[config.mk]
export PLATFORM = sky130hd
export DESIGN_NAME = reset_initial_state_logic
export DESIGN_NICKNAME = d
export VERILOG_FILES = /design/src/rst_event_sync.v /design/src/reset_initial_state_logic.v
export VERILOG_INCLUDE_DIRS = /design/src /design/src/src
export SDC_FILE = /design/constraint.sdc
export NUM_CORES = 1
export LEC_CHECK = 0
export BUFFER_PORTS_ARGS = -buffer_cell sky130_fd_sc_hd__buf_4
export CAP_MARGIN = 10
export CORE_MARGIN = 2
export CORE_UTILIZATION = 50
export CTS_BUF_LIST = sky130_fd_sc_hd__clkbuf_8
export CTS_CLUSTER_DIAMETER = 120
export DETAILED_ROUTE_END_ITERATION = 10
export GPL_ROUTABILITY_DRIVEN = 0
export PLACE_DENSITY = 0.78
export SETUP_SLACK_MARGIN = 0.5
export SLEW_MARGIN = 20
export SYNTH_ARGS = -nofsm -noshare
export SYNTH_HDL_FRONTEND = slang
export SYNTH_SLANG_ARGS = --single-unit
export TNS_END_PERCENT = 1
[constraint.sdc]
create_clock -name mclk_i -period 2 [get_ports mclk_i]
set_input_delay 0.1 -clock mclk_i [delete_from_list [all_inputs] [get_ports mclk_i]]
set_output_delay 0.1 -clock mclk_i [all_outputs]
set_load 0.05 [all_outputs]
[src/rst_init_defines.vh]
/*
  Constants for the reset initial-state logic: widths, reset classes,
  initial values of the program counter, stack pointer and ports,
  and the oscillator start-up wait.
  Assumes a single 25 MHz system clock and includers that use the names.
*/
// Operation
// - Watchdog time-out in sleep or idle keeps most state unchanged.
// - Sleep or idle time-out: clear PC and SP, set both flags.
// - Flags follow reset type; power-on clears both flags.
// - Supply-drop reset in fast or slow mode leaves both flags unchanged.
// - Running watchdog time-out sets timeout flag, keeps power-down flag.
// - Both flags are held as status bits software can read.
// - Power-on reset disables every interrupt source.
// - Reset clears watchdog and time bases; watchdog then counts again.
// - Power-on reset switches all timer modules off.
// - Power-on or running watchdog reset sets port data and direction high.
// - Power-on reset points the stack pointer at the stack top.
// - Registers take reset values per reset type; sleep time-out keeps most.
// - Power-on reset sets the program counter to zero.
// - Supply-drop reset sets its cause flag; only software or power-on reset clears it.
`ifndef RST_INIT_DEFINES_VH
`define RST_INIT_DEFINES_VH

// Widths
`define PC_W 14
`define SP_W 3
`define PORT_W 8
`define CLS_W 3
`define ST_W 2
`define OSC_CNT_W 11

// Reset classes
`define CLS_NONE 3'h0
`define CLS_POR 3'h1
`define CLS_LVR 3'h2
`define CLS_WDT_RUN 3'h3
`define CLS_WDT_SLEEP 3'h4

// Initial values
`define PC_RESET 14'h0000
`define SP_TOP 3'h0
`define PORT_RESET 8'hFF
`define FLAG_POR 1'b0
`define FLAG_SET 1'b1

// Oscillator start-up wait
`define CLK_PERIOD_NS 40
`define OSC_START_NS 40960
`define OSC_START_CYC ((`OSC_START_NS + `CLK_PERIOD_NS - 1) / `CLK_PERIOD_NS)

`endif

[src/rst_event_sync.v]
/*
  Three-stage synchroniser for event levels arriving from other clocks.
  Assumes inputs are levels that hold for several system clock cycles.
*/
`timescale 1ns/1ps
module rst_event_sync #(
  parameter WIDTH = 2
) (
  // Clock and reset
  input wire mclk_i,
  input wire rst_i,
  // Levels
  input wire [WIDTH-1:0] async_i,
  output wire [WIDTH-1:0] sync_o
);
  genvar g;
  generate
    for (g = 0; g < WIDTH; g = g + 1) begin : bit_sync
      reg s1_reg;
      reg s2_reg;
      reg s3_reg;
      reg out_reg;
      // A change counts only when stages two and three agree
      always @(posedge mclk_i or posedge rst_i) begin
        if (rst_i) begin
          s1_reg <= 1'b0;
          s2_reg <= 1'b0;
          s3_reg <= 1'b0;
          out_reg <= 1'b0;
        end else begin
          s1_reg <= async_i[g];
          s2_reg <= s1_reg;
          s3_reg <= s2_reg;
          if (s2_reg == s3_reg) begin
            out_reg <= s3_reg;
          end
        end
      end
      assign sync_o[g] = out_reg;
    end
  endgenerate
endmodule

[src/reset_initial_state_logic.v]
/*
  Reset initial-state sequencer: decides the reset class, keeps the
  timeout, power-down and supply-drop cause flags, and pulses the init
  strobes that set PC, SP, ports, interrupts, timers and counters.
  Assumes rst_i is the power-on reset, the watchdog and supply detector
  run on other clocks, and the core reports sleep or idle on mclk_i.
  A source that rises while a reset is being applied or the oscillator
  is starting is dropped; it must fall and rise again to be taken.
*/
`timescale 1ns/1ps
`include "rst_init_defines.vh"
module reset_initial_state_logic (
  // Clock and power-on reset
  input wire mclk_i,
  input wire rst_i,
  // Reset sources from other clock domains
  input wire watchdog_timer_timeout_i,
  input wire supply_drop_reset_i,
  // Core status and software controls
  input wire sleep_idle_i,
  input wire lv_flag_clear_i,
  // Status flags and reset class
  output wire timeout_flag_o,
  output wire power_down_flag_o,
  output wire low_voltage_reset_cause_flag_o,
  output wire [`CLS_W-1:0] reset_class_o,
  // Core control
  output wire cpu_hold_o,
  output wire pc_load_o,
  output wire [`PC_W-1:0] pc_value_o,
  output wire sp_load_o,
  output wire [`SP_W-1:0] sp_value_o,
  // Register file control
  output wire reg_init_o,
  output wire reg_keep_o,
  output wire port_load_o,
  output wire [`PORT_W-1:0] port_value_o,
  // Peripheral control
  output wire int_disable_o,
  output wire timer_off_o,
  output wire watchdog_timer_clear_o,
  output wire timebase_clear_o,
  output wire watchdog_timer_run_o
);
  wire [1:0] sync_w;
  wire wdt_lvl_w;
  wire lvr_lvl_w;
  reg wdt_prev_reg;
  reg lvr_prev_reg;
  wire wdt_rise_w;
  wire lvr_rise_w;

  reg [`ST_W-1:0] state_reg;
  reg [`ST_W-1:0] state_next;
  reg [`CLS_W-1:0] class_reg;
  reg [`CLS_W-1:0] class_next;
  reg [`OSC_CNT_W-1:0] osc_cnt_reg;
  reg [`OSC_CNT_W-1:0] osc_cnt_next;

  reg timeout_reg;
  reg timeout_next;
  reg pdown_reg;
  reg pdown_next;
  reg lv_cause_reg;
  reg lv_cause_next;

  reg hold_reg;
  reg hold_next;
  reg pc_load_reg;
  reg sp_load_reg;
  reg [`SP_W-1:0] sp_value_reg;
  reg [`SP_W-1:0] sp_value_next;
  reg reg_init_reg;
  reg reg_keep_reg;
  reg port_load_reg;
  reg int_dis_reg;
  reg timer_off_reg;
  reg wdt_clr_reg;
  reg tb_clr_reg;
  reg wdt_run_reg;
  reg wdt_run_next;
  reg [`PC_W-1:0] pc_value_reg;
  reg [`PORT_W-1:0] port_value_reg;

  reg apply_w;
  reg full_w;
  reg sleep_w;
  reg por_w;

  // Sequencer states
  localparam [`ST_W-1:0] ST_APPLY = 2'h0;
  localparam [`ST_W-1:0] ST_WAIT_OSC = 2'h1;
  localparam [`ST_W-1:0] ST_RUN = 2'h2;

  // Start-up wait in cycles, cut to the counter width on purpose
  localparam integer OSC_WAIT_INT = `OSC_START_CYC;
  localparam [`OSC_CNT_W-1:0] OSC_WAIT = OSC_WAIT_INT[`OSC_CNT_W-1:0];
  localparam [`OSC_CNT_W-1:0] CNT_ONE = 11'h001;
  localparam [`OSC_CNT_W-1:0] CNT_ZERO = 11'h000;

  // Bit 0 carries the watchdog, bit 1 the supply drop
  rst_event_sync #(
    .WIDTH(2)
  ) u_sync (
    .mclk_i(mclk_i),
    .rst_i(rst_i),
    .async_i({supply_drop_reset_i, watchdog_timer_timeout_i}),
    .sync_o(sync_w)
  );

  assign wdt_lvl_w = sync_w[0];
  assign lvr_lvl_w = sync_w[1];
  // Rising edges of the synchronised levels
  assign wdt_rise_w = wdt_lvl_w & ~wdt_prev_reg;
  // Supply-drop detector is off in sleep or idle
  assign lvr_rise_w = lvr_lvl_w & ~lvr_prev_reg & ~sleep_idle_i;

  // Decoding of the class being applied this cycle
  always @* begin
    apply_w = (state_reg == ST_APPLY);
    por_w = apply_w & (class_reg == `CLS_POR);
    sleep_w = apply_w & (class_reg == `CLS_WDT_SLEEP);
    full_w = apply_w & ((class_reg == `CLS_POR) |
                        (class_reg == `CLS_LVR) |
                        (class_reg == `CLS_WDT_RUN));
  end

  // Sequencer and flag next state
  always @* begin
    state_next = state_reg;
    class_next = class_reg;
    osc_cnt_next = osc_cnt_reg;
    timeout_next = timeout_reg;
    pdown_next = pdown_reg;
    lv_cause_next = lv_cause_reg;
    hold_next = hold_reg;
    sp_value_next = sp_value_reg;
    wdt_run_next = wdt_run_reg;
    if (lv_flag_clear_i) begin
      lv_cause_next = 1'b0;
    end
    case (state_reg)
      ST_APPLY: begin
        wdt_run_next = 1'b1;
        sp_value_next = `SP_TOP;
        // Start-up wait only after a sleep time-out
        if (class_reg == `CLS_WDT_SLEEP) begin
          state_next = ST_WAIT_OSC;
          osc_cnt_next = OSC_WAIT;
        end else begin
          state_next = ST_RUN;
          hold_next = 1'b0;
        end
      end
      ST_WAIT_OSC: begin
        // Source edges seen here are lost
        if (osc_cnt_reg == CNT_ONE) begin
          state_next = ST_RUN;
          hold_next = 1'b0;
          osc_cnt_next = CNT_ZERO;
        end else begin
          osc_cnt_next = osc_cnt_reg - CNT_ONE;
        end
      end
      ST_RUN: begin
        // Supply drop wins over a watchdog edge in the same cycle
        if (lvr_rise_w) begin
          state_next = ST_APPLY;
          class_next = `CLS_LVR;
          hold_next = 1'b1;
          wdt_run_next = 1'b0;
          lv_cause_next = 1'b1;
        end else if (wdt_rise_w) begin
          state_next = ST_APPLY;
          hold_next = 1'b1;
          wdt_run_next = 1'b0;
          timeout_next = `FLAG_SET;
          if (sleep_idle_i) begin
            class_next = `CLS_WDT_SLEEP;
            pdown_next = `FLAG_SET;
          end else begin
            class_next = `CLS_WDT_RUN;
          end
        end
      end
      default: begin
        state_next = ST_RUN;
        hold_next = 1'b0;
      end
    endcase
  end

  // State and flags
  always @(posedge mclk_i or posedge rst_i) begin
    if (rst_i) begin
      state_reg <= ST_APPLY;
      class_reg <= `CLS_POR;
      osc_cnt_reg <= 11'h000;
      timeout_reg <= `FLAG_POR;
      pdown_reg <= `FLAG_POR;
      lv_cause_reg <= 1'b0;
      hold_reg <= 1'b1;
      sp_value_reg <= `SP_TOP;
      wdt_run_reg <= 1'b0;
    end else begin
      state_reg <= state_next;
      class_reg <= class_next;
      osc_cnt_reg <= osc_cnt_next;
      timeout_reg <= timeout_next;
      pdown_reg <= pdown_next;
      lv_cause_reg <= lv_cause_next;
      hold_reg <= hold_next;
      sp_value_reg <= sp_value_next;
      wdt_run_reg <= wdt_run_next;
    end
  end

  // Previous levels tracked in every state, so a source that rose
  // during apply or start-up wait is dropped, not taken late
  always @(posedge mclk_i or posedge rst_i) begin
    if (rst_i) begin
      wdt_prev_reg <= 1'b0;
      lvr_prev_reg <= 1'b0;
    end else begin
      wdt_prev_reg <= wdt_lvl_w;
      lvr_prev_reg <= lvr_lvl_w;
    end
  end

  // One-cycle init strobes, issued the edge after a reset is taken
  always @(posedge mclk_i or posedge rst_i) begin
    if (rst_i) begin
      pc_load_reg <= 1'b0;
      sp_load_reg <= 1'b0;
      reg_init_reg <= 1'b0;
      reg_keep_reg <= 1'b0;
      port_load_reg <= 1'b0;
      int_dis_reg <= 1'b0;
      timer_off_reg <= 1'b0;
      wdt_clr_reg <= 1'b0;
      tb_clr_reg <= 1'b0;
    end else begin
      pc_load_reg <= apply_w;
      sp_load_reg <= apply_w;
      reg_init_reg <= full_w;
      reg_keep_reg <= sleep_w;
      port_load_reg <= full_w;
      int_dis_reg <= full_w | por_w;
      timer_off_reg <= full_w | por_w;
      wdt_clr_reg <= apply_w;
      tb_clr_reg <= apply_w;
    end
  end

  // Load values kept in flops so every output is registered; they
  // never change, so the flops cost area only
  always @(posedge mclk_i or posedge rst_i) begin
    if (rst_i) begin
      pc_value_reg <= `PC_RESET;
      port_value_reg <= `PORT_RESET;
    end else begin
      pc_value_reg <= `PC_RESET;
      port_value_reg <= `PORT_RESET;
    end
  end

  assign timeout_flag_o = timeout_reg;
  assign power_down_flag_o = pdown_reg;
  assign low_voltage_reset_cause_flag_o = lv_cause_reg;
  assign reset_class_o = class_reg;
  assign cpu_hold_o = hold_reg;
  assign pc_load_o = pc_load_reg;
  assign pc_value_o = pc_value_reg;
  assign sp_load_o = sp_load_reg;
  assign sp_value_o = sp_value_reg;
  assign reg_init_o = reg_init_reg;
  assign reg_keep_o = reg_keep_reg;
  assign port_load_o = port_load_reg;
  assign port_value_o = port_value_reg;
  assign int_disable_o = int_dis_reg;
  assign timer_off_o = timer_off_reg;
  assign watchdog_timer_clear_o = wdt_clr_reg;
  assign timebase_clear_o = tb_clr_reg;
  assign watchdog_timer_run_o = wdt_run_reg;
endmodule

Word level (Yosys, flattened, before mapping)
Cells that the tools add are included.
{"block": "classes", "addsub": 1, "eq_ne": 13, "muxes": 22, "bitwise": 13, "n_reduce_logical": 11}
{"operator": "$mux 11", "count": 2}
{"operator": "$pmux 11 s2", "count": 1}
{"operator": "$eq 11x1->1 const B", "count": 1}
{"operator": "$sub 11x1->11 const B", "count": 1}
{"operator": "$mux 1", "count": 9}
{"operator": "$mux 3", "count": 3}
{"operator": "$mux 2", "count": 4}
{"operator": "$reduce_and 2->1", "count": 4}
{"operator": "$and 1x1->1", "count": 6}
{"operator": "$eq 3x2->1 const B", "count": 2}
{"operator": "$pmux 2 s3", "count": 1}
{"operator": "$reduce_and 3->1", "count": 2}
{"operator": "$reduce_bool 2->1", "count": 3}
{"operator": "$ne 2x2->1 const B", "count": 2}
{"operator": "$not 1->1", "count": 4}
{"operator": "$reduce_and 4->1", "count": 1}
{"operator": "$eq 3x1->1 const B", "count": 1}
{"operator": "$eq 3x3->1 const B", "count": 1}
{"operator": "$ne 3x3->1 const B", "count": 1}
{"operator": "$or 1x1->1", "count": 3}
{"operator": "$pmux 1 s3", "count": 1}
{"operator": "$eq 1x1->1", "count": 2}
{"operator": "$eq 2x1->1 const B", "count": 1}
{"operator": "$eq 2x2->1 const B", "count": 1}
{"operator": "other kinds (3)", "count": 3}
{"block": "totals", "regBits": 35, "inputBits": 6, "wordCells": 82}

Longest topological paths before layout
Gate-level depths: netlist of the first run.
{"block": "depth", "word_depth": 5, "mapped_depth": 7, "depth_no_buf": 6}

Hierarchy
A second synthesis of the first run with hierarchy kept.
{"block": "hier_totals", "hier_cells": 161, "area_unflattened_um2": 1705.4}
{"module": "reset_initial_state_logic", "instances": 1, "cells_each": 148, "area_per_inst_um2": 1463.9, "seq_area_each_um2": 678.2}
{"module": "rst_event_sync", "instances": 1, "cells_each": 13, "area_per_inst_um2": 241.5, "seq_area_each_um2": 200.2}

Worst setup path after synthesis of the first run
No wires, ideal clock.
{"block": "synth_timing", "path_type": "flip-flop to flip-flop", "start": "register class_reg[2] (netlist: reset_class_o[2])", "end": "register osc_cnt_reg[3]", "t_arrival_ns": 1.424, "path_slack_ns": 0.458, "path_stages_with_launch": 5, "n_path_buf": 0, "period_less_slack_ns": 1.542, "cell_sequence": "dfrtp_1 > nor3b_1 > o21ba_2 > o21ai_0 > a21o_1"}
{"block": "synth_via", "elab_chain_len": 3}
{"item": "start: declaration", "line": "reset_initial_state_logic.v:55", "source": "reg [`CLS_W-1:0] class_reg;"}
{"item": "start signal: assignment", "line": "reset_initial_state_logic.v:197", "source": "class_reg <= `CLS_POR;"}
{"item": "start signal: assignment", "line": "reset_initial_state_logic.v:207", "source": "class_reg <= class_next;"}
{"item": "$eq 3x3->1 (no source line)"}
{"item": "$ne 2x1->1 (no source line)"}
{"item": "$reduce_and 2->1 (no source line)"}
{"item": "end signal: assignment", "line": "reset_initial_state_logic.v:208", "source": "osc_cnt_reg <= osc_cnt_next;"}
{"item": "end: declaration", "line": "reset_initial_state_logic.v:57", "source": "reg [`OSC_CNT_W-1:0] osc_cnt_reg;"}
Every way passes these cells.
A chain may end at the register's enable or synchronous reset.

Worst setup path after layout of the first run
{"block": "layout_timing", "start": "register osc_cnt_reg[1]", "end": "register osc_cnt_reg[3]"}
{"block": "layout_via", "elab_chain_len": 3, "elab_cells_between_ends": 4, "cone_classes": "add/sub: 1; eq/ne: 1; mux: 2"}
{"item": "$sub 11x1->11 or $eq 11x1->1 (tied branches)", "line": "reset_initial_state_logic.v:162, reset_initial_state_logic.v:157"}
{"item": "$mux 11 (*)", "line": "reset_initial_state_logic.v:157", "source": "if (osc_cnt_reg == CNT_ONE) begin"}
{"item": "$pmux 11 s2 (*)", "line": "reset_initial_state_logic.v:142", "source": "case (state_reg)"}
Mark *: on every way between the ends. The rest lies on a longest branch, timed or not.

==> run metrics, run 1 <==
Async SR Flop Fraction 100%; initial antenna violation count 0; Placed Instance Area 0.00179 mm2; count of cells along the worst register-to-register path 6; critical path arrival 1.72 ns; Nets 203; initial core utilization 51.4%; slowest cell delay on critical path 0.40 ns; R2R setup slack 0.46 ns; top cell type's share of synthesized area 48.6%; Util after Layout 63.4%; Die Y 62.3 um; Buf+Inv Stages, Crit Path 1; Gate Count Post-Synth 159; Achievable Freq 0.650 GHz; clk_skew 0.00619 ns; Synth Warn # 0; area occupied by multi-input gates 752 um2; leakage power 0.000987 uW; ratio of routed vias to standard cells 5.00; DRC Markers 0; Port Buffers 22; CP Cell Sequence inv_2, ha_4, nor3b_4, a41o_4, o21ai_1, a21o_1; Worst Hold Depth 3; number of flip-flops in the largest register 11; H-tree levels 2; outcome finished clean; synthesized flop and latch total 35; Tcrit/Tclk final 76.9%; Setup TNS Final 0 ns; top cells by area, synth dfrtp_1 49%, buf_4 13%, dfstp_2 3.1%; Hold Vio Cnt, Final 0; Synth Flop Type dfrtp_1; CTS tree yes; Vias 1210; number of synthesized flops with an enable pin 0; clk sinks 35; Max-Cap Viols 0; worst-path fanout max 6; die area 0.00388 mm2; r2r endpoint osc_cnt_reg[3]; HPWL after detailed placement 2.05 mm; Total GRT Usage 16.8%; largest net degree at the start of global routing 36; gr ovfl total 0; Std-Cell Rows 21; CP required 2.18 ns; WL final 3.26 mm; Clk Latency, worst-skew pair 0.29 ns; CP top delay family compound AO/OA/AOI/OAI gates; Synth top cells by count 33 x dfrtp_1, 30 x buf_4, 13 x nand2_1; design area 0.00210 mm2; First-pass DRT Iterations 4; WL per Instance 13.5 um; 1st-iter DRT viols 50; global-route wire length before repair 4.99 mm; top-count cell post-synth dfrtp_1; unrepaired setup endpoints after global routing true; Setup WS pre-CTS 0.293 ns; CTS Root Buffer Type clkbuf_8; r2r startpoint osc_cnt_reg[1]; Clock transition at path regs 0.07 ns; Slew Viols, Final 0; Crit Path Category reg -> reg; vias in the first global route 1102; crit start category flop; Min Clock Period, post-route 1.54 ns; PnR worst setup slack 0.462 ns; Worst Setup End Kind flop; Distinct cells, synth 41; CTS Buf Count 5; peak supply drop 0.674 mV; Yosys top cell by area dfrtp_1; HP Start sleep_idle_i; layout cells sized above 1 33.7%; Seq/Total Area, Yosys 51.7%; critical path's slowest cell dfrtp_1; Cell Area, Synth 0.00170 mm2; Boundary Pins 48; ANT nets after route 0; Syn Area/Cell 10.7 um2; Fillers 256; area delta synth->final 23.5%; # diodes 0; Core Footprint 0.00331 mm2; CTS Buffer Depth 2; die width 62.3 um; worst hold endpoint power_down_flag_o; pwr dens 1680 mW/mm2; Worst Hold Class in -> reg; Storage cell area 883 um2; final setup fails 0
-- stage by stage --
step	cells	power [uW]	hold slack, ns
after CTS	238	3280	0.0678
after floorplan	182	2380	0.131
after global placement	220	2610	0.211
after detailed placement	220	2670	0.212
after global routing	242	3720	0.0775
final	242	3520	0.0767
-- worst max path at each step --
stage,start,endpoint,slack (ns),depth (start not counted)
after floorplan,osc_cnt_reg[0],osc_cnt_reg[2],0.51,6
after detailed placement,osc_cnt_reg[1],osc_cnt_reg[3],0.29,6
after global routing,osc_cnt_reg[4],osc_cnt_reg[3],0.43,5
after global placement,osc_cnt_reg[1],osc_cnt_reg[3],0.42,6
final,osc_cnt_reg[1],osc_cnt_reg[3],0.46,6
after CTS,osc_cnt_reg[1],osc_cnt_reg[3],0.48,6
-- worst register-to-register path, cell delays in order, from the launching register on --
cell and delay [ns]:
dfrtp_1 0.40, inv_2 0.09, ha_4 0.13, nor3b_4 0.26, a41o_4 0.30, o21ai_1 0.09
a21o_1 0.16
-- cells in the final DEF (no fill, tap or decap), types with 2 or more instances in the layout --
cell           netlist  routed
buf_4               30      31
dfrtp_1             33      29
conb_1               2      25
nand2_1             13      13
nor2_1              10      10
inv_1                8       6
o21ai_1              5       6
nand2b_1             6       5
clkbuf_8             0       5
a21o_1               4       4
dlygate4sd3_1        0       4
dfrtp_2              0       4
nor3_1               3       3
o22ai_1              3       3
nor4_2               0       2
nor3b_4              0       2
nor3b_2              2       2
a32oi_1              2       2
maj3_1               2       2
a21oi_1              2       2
a41o_4               0       2
o21a_1               2       2
o21ai_0              4       2
inv_2                0       2
ha_4                 0       2
clkinvlp_4           0       2
dfstp_2              2       2
-- power breakdown --
part           switching, uW  total [uW]  internal [uW]
combinational           1180        1830            656
sequential               242        1170            929
clock                    268         517            248
-- logic make-up (layout without fill, tap and decap cells) --
group                    after synthesis  count (layout)  synth area share, %
AO/OA/AOI/OAI                         31              32                 13.1
other                                  2              25                0.442
AND/OR/NAND/NOR                       46              46                 15.3
adder cells (fa/ha/maj)                4               4                 2.65
flip-flops                            35              35                 51.7
XOR/XNOR                               1               1                0.515
buffers and inverters                 39              52                 15.7
multiplexers                           1               1                0.662
-- final cells by class --
type	count	share of cell area, %
clock buffers	5	3.28
clock inverters	3	1.13
inverters	8	1.43
multi-input cells	109	35.8
flip-flops and latches	35	42.1
well taps	46	2.74
repair buffers	36	13.5
-- layer usage --
layer  track usage, %  wire length (um)  up-vias
li1                 -                 -      567
met1             21.0              1410      582
met2             25.4              1580       52
met3             5.98               203        9
met4             9.44                71        0
met5                0                 0        -
-- repair_timing --
item                                    4_1_cts  5_1_grt
endpoints found under the setup margin        9       14
hold buffers                                  4        0
pin swaps                                     1        6
gates resized for setup                       6       17
setup buffers                                 5        4
hold endpoints to repair                     36        0
cloned                                        1        0
(Power assumes the default switching activity.)
==> inputs of run 2 (changes only) <==
clock period = 1.5 ns   (was 2 ns; I/O delays follow)
==> run metrics, run 2 (synthesis results as in run 1) <==
area occupied by multi-input gates 769 um2; pwr dens 2240 mW/mm2; Hold Vio Cnt, Final 0; design area 0.00216 mm2; Nets 206; clk_skew 0.00735 ns; Worst Hold Depth 3; WL per Instance 13.5 um; Worst Hold Class in -> reg; die area 0.00388 mm2; PnR worst setup slack -0.0620 ns; leakage power 0.00103 uW; CP Cell Sequence nor3_4, buf_4, a41o_4, o21ai_1, a21o_1; final setup fails 5; Setup TNS Final -0.126 ns; initial core utilization 51.4%; CP top delay family compound AO/OA/AOI/OAI gates; largest net degree at the start of global routing 36; die width 62.3 um; Die Y 62.3 um; hold slack 0.0345 ns; Clk Latency, worst-skew pair 0.30 ns; Crit Path Category reg -> reg; slowest cell delay on critical path 0.44 ns; critical path arrival 1.74 ns; CTS Root Buffer Type clkbuf_8; Util after Layout 65.3%; clk sinks 35; HPWL after detailed placement 2.12 mm; # diodes 0; peak supply drop 1.21 mV; Tcrit/Tclk final 104%; critical path's slowest cell dfrtp_1; layout cells sized above 1 35.7%; count of cells along the worst register-to-register path 5; vias in the first global route 1145; CTS Buf Count 5; crit start category flop; CTS tree yes; Achievable Freq 0.640 GHz; instance count on the critical path 5; Vias 1228; First-pass DRT Iterations 4; Min Clock Period, post-route 1.56 ns; Std-Cell Rows 21; Buf+Inv Stages, Crit Path 1; Fillers 253; unrepaired setup endpoints after global routing true; global-route wire length before repair 5.24 mm; outcome finished, violations left; initial antenna violation count 0; 1st-iter DRT viols 16; area delta synth->final 27.1%; failing checks negative setup slack; CP required 1.68 ns; Worst Setup End Kind flop; Port Buffers 22; Max-Cap Viols 0; gr ovfl total 0; Placed Instance Area 0.00187 mm2; ratio of routed vias to standard cells 5.01; number of flip-flops in the largest register 11; H-tree levels 2; CTS Buffer Depth 2; Boundary Pins 48; ANT nets after route 0; WL final 3.31 mm; Slew Viols, Final 0; most frequent cells in the layout 30 x dfrtp_1, 28 x buf_4, 25 x conb_1; Storage cell area 882 um2; worst-path fanout max 6; Total GRT Usage 17.6%; DRC Markers 0; Clock transition at path regs 0.07 ns; Core Footprint 0.00331 mm2; commonest non-fill, non-tap cell in the layout dfrtp_1
[run 2: final timing paths]
check	from	to	slack, ns
max	osc_cnt_reg[4]	osc_cnt_reg[7]	-0.06
min	sleep_idle_i	reset_class_o[2]	0.03
max reg2reg	osc_cnt_reg[4]	osc_cnt_reg[7]	-0.06
min reg2reg	u_sync.bit_sync[1].s1_reg	u_sync.bit_sync[1].s2_reg	0.36
max in group asynchronous	rst_i	cpu_hold_o	0.74
min in group asynchronous	rst_i	reset_class_o[1]	0.43
[run 2: cell type report]
class / count / area share (%)
Timing Repair Buffer: 39 / 15.6
Clock buffer: 5 / 3.18
Inverter: 8 / 1.39
Tap cell: 46 / 2.66
Clock inverter: 3 / 0.753
Multi-Input combinational cell: 109 / 35.6
Sequential cell: 35 / 40.8
[run 2: per-layer routing]
metal / track usage [%] / share of wire (%) / vias to the layer above
li1: - / - / 570
met1: 20.6 / 39 / 595
met2: 30.3 / 52 / 52
met3: 4.53 / 5.4 / 11
met4: 8.33 / 3.2 / 0
met5: 0 / 0 / -
[run 2: timing repair]
item,in CTS,in global routing
cloned,1,0
hold buffers,4,0
buffers inserted,1,2
endpoints found under the setup margin,25,30
hold endpoints to repair,36,0
pin swaps,5,12
resized for setup,6,24
[run 2: power breakdown]
part           internal [uW]  switching (uW)  total [uW]
Clock                    317             345         662
Combinational           1010            1620        2630
Sequential              1240             317        1550
[run 2: worst reg2reg max path: cells and delay by family (launching register included)]
kind | cells | cell delay (ns)
DFF | 1 | 0.44
buffers and inverters | 1 | 0.18
AOI/OAI and AO/OA | 3 | 0.54
and+or+nand+nor | 1 | 0.30
[run 2: through the flow]
stage | std cells | power [uW] | worst slack [ns]
4_1_cts | 243 | 4470 | 0.0334
3_3_place_gp | 229 | 3640 | 0.0230
5_1_grt | 245 | 5080 | -0.0956
2_1_floorplan | 182 | 3200 | 0.0667
3_5_place_dp | 229 | 3700 | -0.0220
6_report | 245 | 4840 | -0.0620
==> inputs of run 3 (changes only) <==
CORE_UTILIZATION = 40   (was 50)
PLACE_DENSITY = 0.65   (was 0.78)
==> run metrics, run 3 (synthesis results as in run 1) <==
CTS Root Buffer Type clkbuf_8; leakage power 0.00100 uW; WL final 3.27 mm; CTS Buffer Depth 2; critical path arrival 1.65 ns; vias in the first global route 1140; ANT nets after route 0; PnR worst setup slack 0.0291 ns; WL per Instance 13.3 um; Total GRT Usage 13.8%; initial antenna violation count 0; worst-path fanout max 7; number of flip-flops in the largest register 11; commonest non-fill, non-tap cell in the layout dfrtp_1; Worst Hold Class in -> reg; Clk Latency, worst-skew pair 0.28 ns; Worst Setup End Kind flop; die area 0.00479 mm2; Min Clock Period, post-route 1.47 ns; Tcrit/Tclk final 98.1%; placed cell count 232; Nets 203; count of cells along the worst register-to-register path 6; clk sinks 35; Achievable Freq 0.680 GHz; most frequent cells in the layout 31 x dfrtp_1, 28 x buf_4, 25 x conb_1; Vias 1182; H-tree levels 2; ratio of routed vias to standard cells 4.80; Hold Vio Cnt, Final 0; final setup fails 0; unrepaired setup endpoints after global routing true; design area 0.00213 mm2; Worst Hold Depth 3; Core Footprint 0.00406 mm2; layout cells sized above 1 35.2%; Slew Viols, Final 0; Die Y 69.2 um; Port Buffers 22; DRC Markers 0; Std-Cell Rows 23; CTS tree yes; # diodes 0; First-pass DRT Iterations 4; 1st-iter DRT viols 33; CP required 1.68 ns; non-filler cells, final 246; CP Cell Sequence inv_2, ha_4, nor3b_4, a41o_4, o21ai_2, a21o_1; peak supply drop 0.846 mV; Clock transition at path regs 0.08 ns; global-route wire length before repair 5.31 mm; Crit Path Category reg -> reg; Max-Cap Viols 0; pwr dens 2220 mW/mm2; gr ovfl total 0; HPWL after detailed placement 2.24 mm; clk_skew 0.00511 ns; Setup WS pre-CTS -0.0942 ns; critical path's slowest cell dfrtp_1; Boundary Pins 48; initial core utilization 41.9%; area delta synth->final 25.1%; slowest cell delay on critical path 0.39 ns; outcome finished clean; die width 69.2 um; crit start category flop; CTS Buf Count 5; Placed Instance Area 0.00187 mm2; largest net degree at the start of global routing 36
run 3: worst max-delay path: cells and delay by family (launching register included):
family,cells,cell delay [ns]
adders and majority gates,1,0.12
DFF,1,0.39
and+or+nand+nor,1,0.23
AOI/OAI and AO/OA,3,0.55
buffers and inverters,1,0.07
run 3: power by group:
part	total, uW	switching (uW)	internal [uW]
combinational	2500	1590	910
clock	678	355	323
sequential	1550	311	1230
run 3: layout make-up:
class / count / area (um2)
fill: 356 / 1930
sequential: 35 / 881
multi-input combinational: 109 / 762
timing repair buffer: 36 / 303
clock buffer: 5 / 68.8
tap: 50 / 62.6
inverter: 8 / 30.0
clock inverter: 3 / 20.0
run 3: routing by layer:
metal  vias up  wire length [um]  global-route usage, %  share of wire, %
li1        560                 -                      -                 -
met3         4               218                   4.07               6.7
met4         0                39                   5.23               1.2
met2        53              1610                   22.5                49
met5         -                 0                      0                 0
met1       565              1400                   17.4                43
run 3: per-stage QoR:
step	setup TNS, ns	total power [uW]	hold WS, ns	util (%)
2_1_floorplan	0	3200	0.106	-
3_3_place_gp	-0.00170	3630	0.186	46.1
3_5_place_dp	-0.182	3710	0.185	46.1
4_1_cts	0	4610	0.0594	51.5
5_1_grt	-0.407	4960	0.0579	52.4
6_report	0	4720	0.0444	52.4
run 3: path summary, 6_finish.rpt:
check / to / slack [ns] / from
worst max-delay path: osc_cnt_reg[4] / 0.03 / osc_cnt_reg[1]
worst min-delay path: power_down_flag_o / 0.04 / sleep_idle_i
worst max register to register: osc_cnt_reg[4] / 0.03 / osc_cnt_reg[1]
worst min register to register: u_sync.bit_sync[0].s2_reg / 0.36 / u_sync.bit_sync[0].s1_reg
max in group asynchronous: reset_class_o[0] / 0.73 / rst_i
min in group asynchronous: osc_cnt_reg[1] / 0.44 / rst_i
run 3: repair_timing:
item	4_1_cts	5_1_grt
hold buffers	4	0
endpoints found under the hold margin	36	0
resized for setup	14	12
gates cloned	1	0
setup buffers	1	0
endpoints found under the setup margin	26	29
pin swaps	9	6
